File: src/common/cpl_pkg.sv
// cpl_pkg: constants for the cassette program loader.
// assumes a single 200 MHz system clock and a synchronous active-high reset.
package cpl_pkg;
   // clock and times
   localparam int unsigned CLK_HZ          = 200_000_000;
   localparam int unsigned BLINK_HALF_MS   = 250;
   localparam int unsigned DEBOUNCE_MS     = 10;
   localparam int unsigned BLINK_CYCLES    = (CLK_HZ / 1000) * BLINK_HALF_MS;
   localparam int unsigned DEBOUNCE_CYCLES = (CLK_HZ / 1000) * DEBOUNCE_MS;

   // memory word shape
   localparam int MEM_AW = 15;
   localparam int MEM_DW = 16;

   // avalon register map, byte addresses
   localparam int          BUS_AW       = 8;
   localparam logic [7:0]  REG_CTRL     = 8'h00;
   localparam logic [7:0]  REG_STATUS   = 8'h04;
   localparam logic [7:0]  REG_XFER_LEN = 8'h08;
   localparam logic [7:0]  REG_NVM_WR   = 8'h0c;
   localparam logic [7:0]  REG_SKIPPED  = 8'h10;

   // control bits
   localparam int CTRL_DISP_WR  = 0;
   localparam int CTRL_DISP_RD  = 1;
   // status bits
   localparam int STAT_STATE_LO = 0;
   localparam int STAT_LOCK     = 4;
   localparam int STAT_DISPLAY  = 5;
   localparam int STAT_PRESENT  = 6;
   localparam int STAT_RUNNING  = 7;
   localparam int STAT_ERR      = 8;
   localparam int STAT_DONE     = 9;
   localparam int STAT_PENDING  = 10;

   // reset values
   localparam logic [MEM_AW-1:0] XFER_LEN_RST = 15'h4000;

   // program-memory operation kinds
   localparam logic [1:0] OP_BLOCK_MOVE      = 2'h0;
   localparam logic [1:0] OP_BLOCK_MOVE_EDGE = 2'h1;
   localparam logic [1:0] OP_EXT_FILE_REG_RW = 2'h2;
   localparam logic [1:0] OP_PERIPH_WRITE    = 2'h3;

   typedef enum logic [2:0] {
      ST_IDLE   = 3'b000,
      ST_ARM_W  = 3'b001,
      ST_ARM_R  = 3'b010,
      ST_SRC    = 3'b011,
      ST_CMP    = 3'b100,
      ST_DST    = 3'b101,
      ST_COMMIT = 3'b110
   } cpl_state_e;
endpackage

File: src/cpl_loader.sv
// cpl_loader: two-key program loader between a plug-in cassette and the unit's memories.
// assumes key, cassette and display pins are asynchronous; all other inputs are on CLK_SYS_IN.
//
// Summary of operation
// keys start transfers only while stopped.
// write copy: cassette image into nonvolatile program memory.
// read copy: working memory into the cassette.
// first write press from idle: write led steady, armed, no data.
// read press while write-armed: cancel, idle, write led off.
// second write press starts copy; write led blinks.
// write copy done: write led off, idle.
// first read press from idle: read led steady, armed, no data.
// write press while read-armed: cancel, idle, read led off.
// second read press starts copy; read led blinks.
// read copy done: read led off, idle.
// read copy needs cassette unlocked and controller stopped.
// cassette writes blocked while locked.
// display attached: keys move nothing; display commands start transfers.
// one cassette port; transfers need the cassette present.
// skip nonvolatile writes of words already stored.
// continuous block move commits each scan; edge form once.
// peripheral file-register writes also commit to nonvolatile memory.
// extended file register access commits only on request edge.
// during a copy both keys are ignored.
//
// The register addresses and register access over Avalon-MM are this design's own decisions.
`timescale 1ns/1ps
`default_nettype none
module cpl_loader #(
   parameter int unsigned BLINK_CYCLES    = cpl_pkg::BLINK_CYCLES,
   parameter int unsigned DEBOUNCE_CYCLES = cpl_pkg::DEBOUNCE_CYCLES
) (
   input  wire logic                       CLK_SYS_IN,
   input  wire logic                       RST_IN,
   // operator pins
   input  wire logic                       WR_KEY_IN,
   input  wire logic                       RD_KEY_IN,
   output logic                            WR_LED_OUT,
   output logic                            RD_LED_OUT,
   input  wire logic                       CASS_LOCK_IN,
   input  wire logic                       CASS_PRESENT_IN,
   input  wire logic                       DISPLAY_ATTACHED_IN,
   input  wire logic                       CTRL_RUN_IN,
   // cassette memory
   output logic                            CASS_RD_OUT,
   output logic                            CASS_WR_OUT,
   output logic [cpl_pkg::MEM_AW-1:0]      CASS_ADDR_OUT,
   output logic [cpl_pkg::MEM_DW-1:0]      CASS_WDATA_OUT,
   input  wire logic [cpl_pkg::MEM_DW-1:0] CASS_RDATA_IN,
   input  wire logic                       CASS_ACK_IN,
   // program memory
   output logic                            NVM_RD_OUT,
   output logic                            NVM_WR_OUT,
   output logic [cpl_pkg::MEM_AW-1:0]      NVM_ADDR_OUT,
   output logic [cpl_pkg::MEM_DW-1:0]      NVM_WDATA_OUT,
   input  wire logic [cpl_pkg::MEM_DW-1:0] NVM_RDATA_IN,
   input  wire logic                       NVM_ACK_IN,
   // working memory
   output logic                            RAM_RD_OUT,
   output logic [cpl_pkg::MEM_AW-1:0]      RAM_ADDR_OUT,
   input  wire logic [cpl_pkg::MEM_DW-1:0] RAM_RDATA_IN,
   input  wire logic                       RAM_ACK_IN,
   // program-memory ops
   input  wire logic                       SCAN_IN,
   input  wire logic                       OP_VALID_IN,
   input  wire logic [1:0]                 OP_KIND_IN,
   input  wire logic [cpl_pkg::MEM_AW-1:0] OP_ADDR_IN,
   input  wire logic [cpl_pkg::MEM_DW-1:0] OP_DATA_IN,
   // avalon-mm slave
   input  wire logic [cpl_pkg::BUS_AW-1:0] AVS_ADDRESS_IN,
   input  wire logic                       AVS_READ_IN,
   input  wire logic                       AVS_WRITE_IN,
   input  wire logic [3:0]                 AVS_BYTEENABLE_IN,
   input  wire logic [31:0]                AVS_WRITEDATA_IN,
   output logic [31:0]                     AVS_READDATA_OUT,
   output logic                            AVS_WAITREQUEST_OUT
);
   logic [4:0] pin_raw;
   logic [4:0] sync1_q;
   logic [4:0] sync2_q;
   assign pin_raw = {DISPLAY_ATTACHED_IN, CASS_PRESENT_IN, CASS_LOCK_IN, RD_KEY_IN, WR_KEY_IN};
   always_ff @(posedge CLK_SYS_IN) begin
      if (RST_IN) begin
         sync1_q <= 5'h00;
         sync2_q <= 5'h00;
      end else begin
         sync1_q <= pin_raw;
         sync2_q <= sync1_q;
      end
   end
   wire lock_s    = sync2_q[2];
   wire present_s = sync2_q[3];
   wire display_s = sync2_q[4];

   logic [1:0] key_db_q;
   logic [1:0] key_prev_q;
   logic [1:0] key_press;
   genvar gk;
   generate
      for (gk = 0; gk < 2; gk++) begin : g_key
         logic [31:0] cnt_q;
         always_ff @(posedge CLK_SYS_IN) begin
            if (RST_IN) begin
               cnt_q         <= 32'h0;
               key_db_q[gk]  <= 1'b0;
            end else if (sync2_q[gk] == key_db_q[gk]) begin
               cnt_q <= 32'h0;
            end else if (cnt_q >= DEBOUNCE_CYCLES - 1) begin
               cnt_q        <= 32'h0;
               key_db_q[gk] <= sync2_q[gk];
            end else begin
               cnt_q <= cnt_q + 32'h1;
            end
         end
      end
   endgenerate
   always_ff @(posedge CLK_SYS_IN) begin
      if (RST_IN) begin
         key_prev_q <= 2'h0;
      end else begin
         key_prev_q <= key_db_q;
      end
   end
   assign key_press = key_db_q & ~key_prev_q;
   // keys count only when stopped, cassette fitted, no display module
   wire keys_live = ~CTRL_RUN_IN & present_s & ~display_s;
   wire ev_wr     = key_press[0] & keys_live;
   wire ev_rd     = key_press[1] & keys_live;

   cpl_pkg::cpl_state_e st_q;
   cpl_pkg::cpl_state_e st_d;
   logic                       dir_wr_q;
   logic                       dir_wr_d;
   logic [cpl_pkg::MEM_AW-1:0] addr_q;
   logic [cpl_pkg::MEM_AW-1:0] addr_d;
   logic [cpl_pkg::MEM_DW-1:0] data_q;
   logic [cpl_pkg::MEM_DW-1:0] data_d;
   logic [cpl_pkg::MEM_AW-1:0] xfer_len_q;
   logic [31:0]                nvm_wr_cnt_q;
   logic [31:0]                skipped_cnt_q;
   logic                       err_q;
   logic                       done_q;
   logic                       bus_ack_q;
   logic [31:0]                rdata_q;
   logic                       pend_q;
   wire bus_req     = AVS_READ_IN | AVS_WRITE_IN;
   wire bus_take    = bus_req & ~bus_ack_q;
   wire wr_take     = AVS_WRITE_IN & ~bus_ack_q;
   wire sel_ctrl    = AVS_ADDRESS_IN == cpl_pkg::REG_CTRL;
   wire sel_status  = AVS_ADDRESS_IN == cpl_pkg::REG_STATUS;
   wire sel_len     = AVS_ADDRESS_IN == cpl_pkg::REG_XFER_LEN;
   wire sel_nvm     = AVS_ADDRESS_IN == cpl_pkg::REG_NVM_WR;
   wire sel_skip    = AVS_ADDRESS_IN == cpl_pkg::REG_SKIPPED;
   wire wr_ctrl     = wr_take & sel_ctrl & AVS_BYTEENABLE_IN[0];
   wire wr_status   = wr_take & sel_status & AVS_BYTEENABLE_IN[1];
   wire wr_len_lo   = wr_take & sel_len & AVS_BYTEENABLE_IN[0];
   wire wr_len_hi   = wr_take & sel_len & AVS_BYTEENABLE_IN[1];

   // display path is the only start while attached
   wire disp_ok     = display_s & ~CTRL_RUN_IN & present_s;
   wire cmd_wr      = wr_ctrl & AVS_WRITEDATA_IN[cpl_pkg::CTRL_DISP_WR] & disp_ok;
   wire cmd_rd      = wr_ctrl & AVS_WRITEDATA_IN[cpl_pkg::CTRL_DISP_RD] & disp_ok;
   wire [31:0] status_word = {21'h0, pend_q, done_q, err_q, CTRL_RUN_IN,
                              present_s, display_s, lock_s, 1'b0, st_q};

   wire [31:0] rd_mux = sel_status ? status_word :
                        sel_len    ? {17'h0, xfer_len_q} :
                        sel_nvm    ? nvm_wr_cnt_q :
                        sel_skip   ? skipped_cnt_q : 32'h0;

   assign AVS_WAITREQUEST_OUT = bus_req & ~bus_ack_q;
   assign AVS_READDATA_OUT    = rdata_q;
   always_ff @(posedge CLK_SYS_IN) begin
      if (RST_IN) begin
         bus_ack_q  <= 1'b0;
         rdata_q    <= 32'h0;
         xfer_len_q <= cpl_pkg::XFER_LEN_RST;
      end else begin
         bus_ack_q <= bus_take;
         if (bus_take && AVS_READ_IN) rdata_q <= rd_mux;
         if (wr_len_lo) xfer_len_q[7:0] <= AVS_WRITEDATA_IN[7:0];
         if (wr_len_hi) xfer_len_q[14:8] <= AVS_WRITEDATA_IN[14:8];
      end
   end

   logic                       op_prev_q;
   logic [cpl_pkg::MEM_AW-1:0] pend_addr_q;
   logic [cpl_pkg::MEM_DW-1:0] pend_data_q;
   wire op_rise   = OP_VALID_IN & ~op_prev_q;
   wire op_cont   = OP_KIND_IN == cpl_pkg::OP_BLOCK_MOVE;
   wire op_trig   = op_cont ? (OP_VALID_IN & SCAN_IN)
                            : op_rise;
   wire commit_ack = (st_q == cpl_pkg::ST_COMMIT) & NVM_ACK_IN;

   always_ff @(posedge CLK_SYS_IN) begin
      if (RST_IN) begin
         op_prev_q   <= 1'b0;
         pend_q      <= 1'b0;
         pend_addr_q <= 15'h0;
         pend_data_q <= 16'h0;
      end else begin
         op_prev_q <= OP_VALID_IN;
         if (op_trig) begin
            pend_q      <= 1'b1;
            pend_addr_q <= OP_ADDR_IN;
            pend_data_q <= OP_DATA_IN;
         end else if (commit_ack) pend_q <= 1'b0;
      end
   end

   wire last_word = addr_q == xfer_len_q - 15'h1;
   wire rd_block  = ~dir_wr_q & (lock_s | CTRL_RUN_IN);
   logic set_err, set_done, nvm_wr_ack, skip_hit;

   always_comb begin
      st_d       = st_q;
      dir_wr_d   = dir_wr_q;
      addr_d     = addr_q;
      data_d     = data_q;
      set_err    = 1'b0;
      set_done   = 1'b0;
      nvm_wr_ack = 1'b0;
      skip_hit   = 1'b0;
      case (st_q)
         cpl_pkg::ST_IDLE: begin
            addr_d = 15'h0;
            if (ev_wr) begin
               st_d = cpl_pkg::ST_ARM_W;
            end else if (ev_rd) begin
               st_d = cpl_pkg::ST_ARM_R;
            end else if (cmd_wr) begin
               st_d     = cpl_pkg::ST_SRC;
               dir_wr_d = 1'b1;
            end else if (cmd_rd) begin
               if (lock_s) begin
                  set_err = 1'b1;
               end else begin
                  st_d     = cpl_pkg::ST_SRC;
                  dir_wr_d = 1'b0;
               end
            end else if (pend_q && !op_trig) begin
               st_d   = cpl_pkg::ST_COMMIT;
               addr_d = pend_addr_q;
               data_d = pend_data_q;
            end
         end
         cpl_pkg::ST_ARM_W: begin
            if (!keys_live && !display_s) begin
               st_d = cpl_pkg::ST_IDLE;
            end else if (ev_rd) begin
               st_d = cpl_pkg::ST_IDLE;
            end else if (ev_wr) begin
               st_d     = cpl_pkg::ST_SRC;
               dir_wr_d = 1'b1;
            end
         end
         cpl_pkg::ST_ARM_R: begin
            if (!keys_live && !display_s) begin
               st_d = cpl_pkg::ST_IDLE;
            end else if (ev_wr) begin
               st_d = cpl_pkg::ST_IDLE;
            end else if (ev_rd) begin
               if (lock_s) begin
                  st_d    = cpl_pkg::ST_IDLE;
                  set_err = 1'b1;
               end else begin
                  st_d     = cpl_pkg::ST_SRC;
                  dir_wr_d = 1'b0;
               end
            end
         end
         cpl_pkg::ST_SRC: begin
            if (!present_s || rd_block) begin
               st_d    = cpl_pkg::ST_IDLE;
               set_err = 1'b1;
            end else if (dir_wr_q && CASS_ACK_IN) begin
               data_d = CASS_RDATA_IN;
               st_d   = cpl_pkg::ST_CMP;
            end else if (!dir_wr_q && RAM_ACK_IN) begin
               data_d = RAM_RDATA_IN;
               st_d   = cpl_pkg::ST_DST;
            end
         end
         cpl_pkg::ST_CMP: begin
            if (!present_s) begin
               st_d    = cpl_pkg::ST_IDLE;
               set_err = 1'b1;
            end else if (NVM_ACK_IN) begin
               if (NVM_RDATA_IN == data_q) begin
                  skip_hit = 1'b1;
                  if (last_word) begin
                     st_d     = cpl_pkg::ST_IDLE;
                     set_done = 1'b1;
                  end else begin
                     addr_d = addr_q + 15'h1;
                     st_d   = cpl_pkg::ST_SRC;
                  end
               end else begin
                  st_d = cpl_pkg::ST_DST;
               end
            end
         end
         cpl_pkg::ST_DST: begin
            if (!present_s || rd_block) begin
               st_d    = cpl_pkg::ST_IDLE;
               set_err = 1'b1;
            end else if ((dir_wr_q && NVM_ACK_IN) || (!dir_wr_q && CASS_ACK_IN)) begin
               nvm_wr_ack = dir_wr_q;
               if (last_word) begin
                  st_d     = cpl_pkg::ST_IDLE;
                  set_done = 1'b1;
               end else begin
                  addr_d = addr_q + 15'h1;
                  st_d   = cpl_pkg::ST_SRC;
               end
            end
         end
         cpl_pkg::ST_COMMIT: begin
            if (NVM_ACK_IN) begin
               nvm_wr_ack = 1'b1;
               st_d       = cpl_pkg::ST_IDLE;
            end
         end
         default: begin
            st_d = cpl_pkg::ST_IDLE;
         end
      endcase
   end
   // copy states never read key events
   always_ff @(posedge CLK_SYS_IN) begin
      if (RST_IN) begin
         st_q     <= cpl_pkg::ST_IDLE;
         dir_wr_q <= 1'b0;
         addr_q   <= 15'h0;
         data_q   <= 16'h0;
      end else begin
         st_q     <= st_d;
         dir_wr_q <= dir_wr_d;
         addr_q   <= addr_d;
         data_q   <= data_d;
      end
   end
   // sticky flags, hardware set wins over a write-one clear
   always_ff @(posedge CLK_SYS_IN) begin
      if (RST_IN) begin
         err_q         <= 1'b0;
         done_q        <= 1'b0;
         nvm_wr_cnt_q  <= 32'h0;
         skipped_cnt_q <= 32'h0;
      end else begin
         if (set_err) err_q <= 1'b1;
         else if (wr_status && AVS_WRITEDATA_IN[cpl_pkg::STAT_ERR]) err_q <= 1'b0;
         if (set_done) done_q <= 1'b1;
         else if (wr_status && AVS_WRITEDATA_IN[cpl_pkg::STAT_DONE]) done_q <= 1'b0;
         if (nvm_wr_ack) nvm_wr_cnt_q <= nvm_wr_cnt_q + 32'h1;
         if (skip_hit) skipped_cnt_q <= skipped_cnt_q + 32'h1;
      end
   end

   wire in_src = st_q == cpl_pkg::ST_SRC;
   wire in_dst = st_q == cpl_pkg::ST_DST;
   assign CASS_RD_OUT    = in_src & dir_wr_q;
   assign RAM_RD_OUT     = in_src & ~dir_wr_q;
   assign CASS_WR_OUT    = in_dst & ~dir_wr_q & ~lock_s;
   assign NVM_RD_OUT     = st_q == cpl_pkg::ST_CMP;
   assign NVM_WR_OUT     = (in_dst & dir_wr_q) | (st_q == cpl_pkg::ST_COMMIT);
   assign CASS_ADDR_OUT  = addr_q;
   assign NVM_ADDR_OUT   = addr_q;
   assign RAM_ADDR_OUT   = addr_q;
   assign CASS_WDATA_OUT = data_q;
   assign NVM_WDATA_OUT  = data_q;

   wire copying = in_src | in_dst | (st_q == cpl_pkg::ST_CMP);
   logic [31:0] blink_cnt_q;
   logic        blink_q;

   always_ff @(posedge CLK_SYS_IN) begin
      if (RST_IN) begin
         blink_cnt_q <= 32'h0;
         blink_q     <= 1'b0;
         WR_LED_OUT  <= 1'b0;
         RD_LED_OUT  <= 1'b0;
      end else begin
         if (!copying) begin
            blink_cnt_q <= 32'h0;
            blink_q     <= 1'b1;
         end else if (blink_cnt_q >= BLINK_CYCLES - 1) begin
            blink_cnt_q <= 32'h0;
            blink_q     <= ~blink_q;
         end else begin
            blink_cnt_q <= blink_cnt_q + 32'h1;
         end
         WR_LED_OUT <= (st_q == cpl_pkg::ST_ARM_W) | (copying & dir_wr_q & blink_q);
         RD_LED_OUT <= (st_q == cpl_pkg::ST_ARM_R) | (copying & ~dir_wr_q & blink_q);
      end
   end

endmodule // cpl_loader
`default_nettype wire

File: config.mk
export PLATFORM = sky130hd
export DESIGN_NAME = cpl_loader
export DESIGN_NICKNAME = d
export VERILOG_FILES = /design/src/common/cpl_pkg.sv /design/src/cpl_loader.sv
export SDC_FILE = /design/constraint.sdc
export NUM_CORES = 1
export LEC_CHECK = 0
export BUFFER_PORTS_ARGS = -buffer_cell sky130_fd_sc_hd__clkbuf_2
export CAP_MARGIN = 20
export CORE_MARGIN = 5
export CORE_UTILIZATION = 51
export CTS_CLUSTER_SIZE = 28
export DETAILED_ROUTE_END_ITERATION = 7
export GPL_TIMING_DRIVEN = 0
export PLACE_DENSITY = 0.76
export RECOVER_POWER = 25
export SLEW_MARGIN = 20
export SYNTH_ARGS = -nofsm -noshare
export SYNTH_HDL_FRONTEND = slang
export SYNTH_SLANG_ARGS = --single-unit
File: constraint.sdc
create_clock -name CLK_SYS_IN -period 3 [get_ports CLK_SYS_IN]
set_input_delay 0.45 -clock CLK_SYS_IN [delete_from_list [all_inputs] [get_ports CLK_SYS_IN]]
set_output_delay 0.45 -clock CLK_SYS_IN [all_outputs]
set_load 0.01 [all_outputs]
==> results by group, run 1 <==
Status
  • Status: complete, no violations

Place
  • DP Worst Slack: -0.426 ns
  • Placed Area: 0.0159 mm2
  • HPWL Detailed: 31200 um
  • IO buf count: 237
  • Placer congestion estimate: 0.929

Timing
  • Setup Skew: 0.0336 ns
  • Fin. Hold Viols: 0
  • WHS: 0.113 ns
  • Max_slew headroom: 28.1%
  • Final worst path period need: 2.91 ns
  • Final worst setup slack: 0.0929 ns
  • Setup-failing EPs final: 0
  • Least-Margin Pin Slew: 1.06 ns
  • Fmax: 344 MHz
  • Final setup TNS: 0 ns
  • Max-slew violations: 0
  • Final period util: 96.9%

Clock network
  • H-tree depth: 1
  • CTS Buf Count: 31
  • Hold buffers post-CTS: 0
  • Clock root buffer: clkbuf_16
  • Reg clk slew, reported paths: 0.07 ns
  • Clk sinks: 295
  • Clk buf depth: 3
  • Worst-Skew Late Latency: 0.57 ns
  • TritonCTS clock tree: yes

Floorplanning
  • Full die area: 0.0311 mm2
  • Die Y: 176 um
  • Rows: 61
  • IO Count: 257
  • Die X: 176 um
  • Initial core utilization: 51.3%
  • Area of the core: 0.0276 mm2

Critical path
  • Worst EP arrival: 3.37 ns
  • Reg2reg end: CASS_ADDR_OUT[7]
  • Critical path launch point type: flip-flop
  • Kind of critical path: flip-flop to flip-flop
  • R2R Path Start: xfer_len_q[2]
  • Worst Path Required: 3.46 ns
  • Worst Reg-to-Reg Cells: 9
  • CP Launch Point: xfer_len_q[2]
  • Crit end category: flip-flop
  • R2r setup slk: 0.09 ns
  • Highest fanout seen on the critical path: 10

Worst hold path
  • Hold WC Path Type: input port to flip-flop
  • Hold path depth: 3
  • Hold_sp: OP_DATA_IN[4]
  • Worst hold endpoint: pend_data_q[4]

Global routing
  • Initial antenna violation count: 1
  • GRT Resource Usage Total: 25.4%
  • First-pass GRT wire length: 65200 um
  • Overflow after GRT: 0
  • Largest net degree at the start of global routing: 16
  • Vias in the first global route: 12.7k

Cells and area
  • Syn-to-layout area delta: 21.0%
  • Share of cells above drive strength 1: 16.7%
  • Post-layout util: 62.1%
  • Final instance area: 0.0171 mm2
  • Final net count: 2123

Synth
  • Cells after synthesis: 1673
  • Post-synth top flop: dfxtp_1
  • Avg Inst Size Synth: 8.45 um2
  • Asr flop ratio synth: 0%
  • Post-synth top area cell: dfxtp_1
  • Synth Register Bits: 295
  • Number of enable flip-flop cells after synthesis: 0
  • Post-synthesis cell area: 0.0141 mm2
  • Top cell type's share of synthesized area: 41.8%
  • Sequential area share after synthesis: 41.8%
  • Synth Warn #: 0
  • Dominant cells by area after synthesis: dfxtp_1, nor2_1, xor2_1
  • Synth unique cells: 84

Pwr
  • Power per Cell Area: 583 mW/mm2
  • Leak: 6.77 nW
  • Max VDD drop: 0.672 mV

Route
  • Drt total wl: 41500 um
  • Routed Antenna Nets: 0
  • Drt first-iter violations: 1044
  • Residual DRC: 0
  • Drt wl/cell: 17.5 um
  • Via count: 13.1k
  • First-pass DRT Iterations: 5
  • Vias per Instance: 5.51

Job
  • Max Cap Violations: 0
-- Yosys cell counts, types with 4 or more instances --
cell type	n
nor2_1	287
nand3_1	67
nor2b_1	24
xor2_1	97
o211ai_1	13
buf_4	48
o21a_1	5
dfxtp_1	295
buf_6	4
xnor2_1	62
inv_1	28
o21ai_0	25
o21bai_1	4
nor3_1	31
nor4_1	22
nand2_1	157
a22oi_1	18
a31oi_1	7
nand2b_1	9
and3_1	32
a21boi_0	4
nor4b_1	4
and2_1	7
nand3b_1	4
mux2i_1	63
a21oi_1	80
or4_1	4
ha_1	7
and4_1	13
or3_1	16
o211a_1	4
a211oi_1	20
nand4_1	32
clkbuf_1	72
a22o_1	17
a221oi_1	13
-- worst max-delay path, cell delays in order (launching register included) --
cell and delay, ns:
dfxtp_1 0.31, buf_6 0.14, or4_1 0.45, buf_2 0.17, or4_4 0.51, o32ai_4 0.37, a2111oi_4 0.05, buf_4 0.19
or4_1 0.47, o211a_1 0.13
-- registers in the layout, summed over array words and instances (netlist names), 2 cells and up --
register	flops
CASS_WDATA_OUT	16
blink_cnt_q	32
key_prev_q	2
key_db_q	2
CASS_ADDR_OUT	15
skipped_cnt_q	32
g_key.cnt_q	64
xfer_len_q	15
nvm_wr_cnt_q	32
pend_data_q	16
AVS_READDATA_OUT	32
pend_addr_q	15
sync1_q	5
st_q	3
sync2_q	5
-- per-layer routing --
| layer | routed length, um | part of all wire, % | global-route usage (%) |
|---|---|---|---|
| met3 | 2620 | 6.3 | 3.55 |
| met2 | 19500 | 47 | 42.6 |
| met1 | 18000 | 43 | 33.9 |
| met5 | 0 | 0 | 0 |
| met4 | 1400 | 3.4 | 8.58 |
-- metrics by stage --
stage	std cells	power, W
2_1_floorplan	1700	0.00521
3_3_place_gp	2315	0.00576
3_5_place_dp	2316	0.00577
4_1_cts	2375	0.00997
5_1_grt	2379	0.0103
6_report	2379	0.00997
-- layout by cell type (no fill, tap or decap), types with 38 or more instances in the layout --
master	n
dfxtp_1	294
nor2_1	285
clkbuf_2	180
nand2_1	157
clkbuf_1	136
xor2_1	97
a21oi_1	79
nand3_1	67
mux2i_1	63
xnor2_1	62
buf_4	38
-- cell families after synthesis --
kind of cell             share of synthesized area [%]
AO/OA/AOI/OAI                                     12.9
XOR/XNOR                                          9.85
adder cells (fa/ha/maj)                          0.620
buffers and inverters                             5.93
flip-flops                                        41.8
multiplexers                                      4.73
other                                           0.0265
AND/OR/NAND/NOR                                   24.1
-- final cells by class --
| type | instances | area [um2] |
|---|---|---|
| Antenna cell | 1 | 2.50 |
| Buffer | 131 | 723 |
| Clock buffer | 41 | 863 |
| Clock inverter | 16 | 262 |
| Fill cell | 2398 | 10400 |
| Inverter | 30 | 113 |
| Multi-Input combinational cell | 1244 | 7610 |
| Sequential cell | 295 | 5910 |
| Tap cell | 378 | 473 |
| Timing Repair Buffer | 243 | 1150 |
-- power by group --
group | internal [W] | switching, W
clock network | 0.00262 | 0.00160
registers | 0.00404 | 0.000122
logic | 0.000606 | 0.000995
-- how the worst max path moves through the flow --
stage,to,slack [ns],cells past startpoint
floorplan,CASS_ADDR_OUT[0],0.05,10
global placement,skipped_cnt_q[11],-0.52,9
detailed placement,st_q[1],-0.43,10
CTS,CASS_ADDR_OUT[9],0.002,8
global route,CASS_ADDR_OUT[1],-0.008,11
finish,CASS_ADDR_OUT[7],0.09,9
-- timing repair --
| item | in CTS | in global routing |
|---|---|---|
| endpoints found under the setup margin | 35 | 64 |
| resized for setup | 9 | 22 |
| pin swaps | 3 | 3 |
| buffers inserted | 2 | 3 |
(Power assumes the default switching activity.)
==> run 2: changes to the inputs <==
--- a/config.mk
+++ b/config.mk
@@ -5,6 +5,7 @@
 export SDC_FILE = /design/constraint.sdc
 export NUM_CORES = 1
 export LEC_CHECK = 0
+export ABC_AREA = 1
 export BUFFER_PORTS_ARGS = -buffer_cell sky130_fd_sc_hd__clkbuf_2
 export CAP_MARGIN = 20
 export CORE_MARGIN = 5
@@ -12,7 +13,7 @@
 export CTS_CLUSTER_SIZE = 28
 export DETAILED_ROUTE_END_ITERATION = 7
 export GPL_TIMING_DRIVEN = 0
-export PLACE_DENSITY = 0.76
+export PLACE_DENSITY = 0.75
 export RECOVER_POWER = 25
 export SLEW_MARGIN = 20
 export SYNTH_ARGS = -nofsm -noshare
==> run 2 against run 1 <==
Clock power grew 1%. Worst setup slack gained 0.20 ns. Synthesized cell count grew 30%. Hold slack gained 0.018 ns. Cell area grew 4.6%.
==> results by group, run 2 <==
Status
  • Status: complete, no violations

Clock network
  • Clk sinks: 295 (unchanged)
  • Setup bufs post-CTS: 0 (-2)
  • Clock root buffer: clkbuf_16
  • Post-CTS sizing: 0 (-9)
  • H-tree depth: 2 (+1)
  • Clk buf depth: 3 (unchanged)
  • CTS Buf Count: 34 (+9.7%)
  • Worst-Skew Late Latency: 0.52 ns (-0.05 ns)
  • Hold buffers post-CTS: 0 (unchanged)
  • TritonCTS clock tree: yes
  • Reg clk slew, reported paths: 0.06 ns (about the same)

Cells and area
  • Syn-to-layout area delta: 18.9%
  • Finished Layout Cells: 2887 (+21%)
  • Most common cell after layout, fill and taps aside: nand2_1
  • Max reg flops: 64 (unchanged)
  • Fill cells: 2721 (+13%)
  • Share of cells above drive strength 1: 15.0% (-1.6 points)
  • Post-layout util: 61.8% (-0.24 points)
  • Antenna Cells: 0 (-1)
  • Register area: 0.00591 mm2 (about the same)
  • Biggest register: g_key.cnt_q
  • Final net count: 2627 (+24%)
  • Multi-input logic area: 0.00771 mm2 (+1.3%)
  • Commonest cells after routing, fill and taps aside: nand2_1, dfxtp_1, nor2_1

Route
  • Vias per Instance: 5.34 (-2.9%)
  • Drt first-iter violations: 1113 (+6.6%)
  • Residual DRC: 0 (unchanged)
  • First-pass DRT Iterations: 5 (unchanged)
  • Drt wl/cell: 16.5 um (-5.5%)
  • Drt total wl: 47600 um (+15%)
  • Via count: 15.4k (+18%)
  • Routed Antenna Nets: 0 (unchanged)

Synth
  • Post-synth top flop: dfxtp_1
  • Avg Inst Size Synth: 6.90 um2 (-18%)
  • Most frequent cell after synthesis: nand2_1
  • Dominant cells by area after synthesis: dfxtp_1, nand2_1, a21oi_1
  • Top cell type's share of synthesized area: 39.2% (-2.5 points)
  • Post-synthesis cell area: 0.0151 mm2 (+6.5%)
  • Synth Register Bits: 295 (unchanged)
  • Synth Warn #: 0 (unchanged)
  • Post-synth top cells: nand2_1, dfxtp_1, nor2_1, inv_1, a21oi_1
  • Cells after synthesis: 2181 (+30%)
  • Post-synth top area cell: dfxtp_1
  • Asr flop ratio synth: 0% (unchanged)
  • Sequential area share after synthesis: 39.2% (-2.5 points)
  • Number of enable flip-flop cells after synthesis: 0 (unchanged)
  • Synth unique cells: 58 (-31%)

Timing
  • Least-Margin Pin Slew: 1.03 ns (-0.0347 ns)
  • Final worst setup slack: 0.297 ns (+0.204 ns)
  • Setup-failing EPs final: 0 (unchanged)
  • Max_slew headroom: 31.4% (+3.2 points)
  • Max-slew violations: 0 (unchanged)
  • Fmax: 370 MHz (+7.6%)
  • Final setup TNS: 0 ns (unchanged)
  • WHS: 0.130 ns (+0.0178 ns)
  • Unrepaired setup endpoints after global routing: false
  • Final worst path period need: 2.70 ns (-0.204 ns)
  • Setup Skew: 0.0132 ns (-0.0203 ns)
  • Final period util: 90.1% (-6.8 points)
  • Fin. Hold Viols: 0 (unchanged)

Place
  • Placer congestion estimate: 0.957 (+3.1%)
  • HPWL Detailed: 37000 um (+19%)
  • IO buf count: 236 (-0.42%)
  • Placed Instances: 2828 (+22%)
  • DP Worst Slack: 0.107 ns (+0.533 ns)

Pwr
  • Leak: 7.03 nW (+3.8%)
  • Max VDD drop: 0.385 mV (-43%)
  • Power per Cell Area: 614 mW/mm2 (+5.2%)

Floorplanning
  • Rows: 62 (+1.6%)
  • Area of the core: 0.0289 mm2 (+5.0%)
  • Die Y: 182 um (+3.0%)
  • Die X: 182 um (+3.0%)
  • Initial core utilization: 52.0% (+0.71 points)
  • Full die area: 0.0330 mm2 (+6.1%)
  • IO Count: 257 (unchanged)

Critical path
  • Reg2reg end: CASS_ADDR_OUT[11]
  • Buf+Inv Stages, Crit Path: 5 (+2)
  • Critical path depth: 7 (-2)
  • Top cell by count, worst path: inv_1
  • Worst EP arrival: 2.25 ns (-1.12 ns)
  • R2r setup slk: 0.46 ns (+0.37 ns)
  • Critical path launch point type: flip-flop
  • CP Launch Point: st_q[1]
  • Kind of critical path: flip-flop to output pin
  • R2R Path Start: xfer_len_q[0]
  • Slowest-stage cell, CP: nor3_4
  • CP top delay family: buffers and inverters
  • Worst Path Required: 2.55 ns (-0.91 ns)
  • Worst path cell trace: buf_4 -> inv_1 -> nor3_4 -> clkbuf_1 -> inv_1 -> nor2_1 -> clkbuf_2
  • Worst stage delay on the critical path: 0.37 ns (-0.14 ns)
  • Highest fanout seen on the critical path: 10 (unchanged)
  • Crit path to: CASS_RD_OUT
  • Worst Reg-to-Reg Cells: 16 (+7)
  • Crit end category: output pin

Global routing
  • Largest net degree at the start of global routing: 14 (-2)
  • M2 GR Usage: 45.3% (+2.7 points)
  • M3 GR Usage: 5.12% (+1.6 points)
  • Overflow after GRT: 0 (unchanged)
  • Vias in the first global route: 14.6k (+15%)
  • First-pass GRT wire length: 74500 um (+14%)
  • Busiest grt layer: met2
  • GRT Resource Usage Total: 27.6% (+2.2 points)
  • Initial antenna violation count: 0 (-1)
  • GR Util met1: 37.2% (+3.4 points)

Job
  • Max Cap Violations: 0 (unchanged)

Worst hold path
  • Hold WC Path Type: input port to flip-flop
  • Hold_sp: WR_KEY_IN
run 2: changes by cell type after synthesis, sizes merged, moves of 20 or more:
cell,delta
o21ai,+90
a21oi,+118
nand3,+23
xor2,-45
xnor2,-42
o22ai,+20
and3,-31
inv,+200
nor2,-27
mux2i,-63
nor3,+76
nand2,+381
nor2b,-24
clkbuf,-29
run 2: logic make-up after synthesis:
kind of cell	after synthesis	synth area share [%]
flip-flops	295	39.2
buffers and inverters	348	10.2
AND/OR/NAND/NOR	1092	32.7
other	1	0.0249
AO/OA/AOI/OAI	366	13.0
XOR/XNOR	72	4.19
adder cells (fa/ha/maj)	7	0.582
run 2: stage by stage:
stage / total power, W / instance area (um2)
after floorplan: 0.00596 / 15200
after global placement: 0.00676 / 16800
after detailed placement: 0.00681 / 16800
after CTS: 0.0110 / 18000
after global routing: 0.0115 / 17900
final: 0.0110 / 17900
run 2: worst min path at each step:
stage	endpoint	slack (ns)	cells past startpoint
final	sync1_q[0]	0.13	3
after global routing	sync1_q[0]	0.14	3
after CTS	sync1_q[0]	0.13	3
after detailed placement	sync2_q[1]	0.40	2
after global placement	sync2_q[3]	0.39	2
after floorplan	sync2_q[0]	0.39	2
run 2: cell type report:
class,instances,area share [%]
plain buffers,115,3.69
clock buffers,45,5.32
clock inverters,14,1.10
inverters,233,4.92
multi-input cells,1565,43.1
flip-flops and latches,295,33.0
well taps,384,2.69
repair buffers,236,6.20
run 2: report_power, final:
part           switching [W]  internal, W
Clock                0.00167      0.00259
Combinational        0.00141     0.000914
Sequential          0.000272      0.00412
run 2: worst register-to-register path, delay by kind of cell (launching register included):
| kind | cells | cell delay, ns |
|---|---|---|
| DFF | 1 | 0.33 |
| and+or+nand+nor | 11 | 1.23 |
| buffers and inverters | 3 | 0.37 |
| AOI/OAI and AO/OA | 1 | 0.13 |
| adders and majority gates | 1 | 0.35 |
run 2: per-layer routing:
layer / vias up / wire [um] / share of wire [%]
met2: 610 / 21700 / 45
li1: 7638 / - / -
met5: - / 0 / 0
met1: 7103 / 20800 / 44
met3: 76 / 3980 / 8.4
met4: 0 / 1190 / 2.5
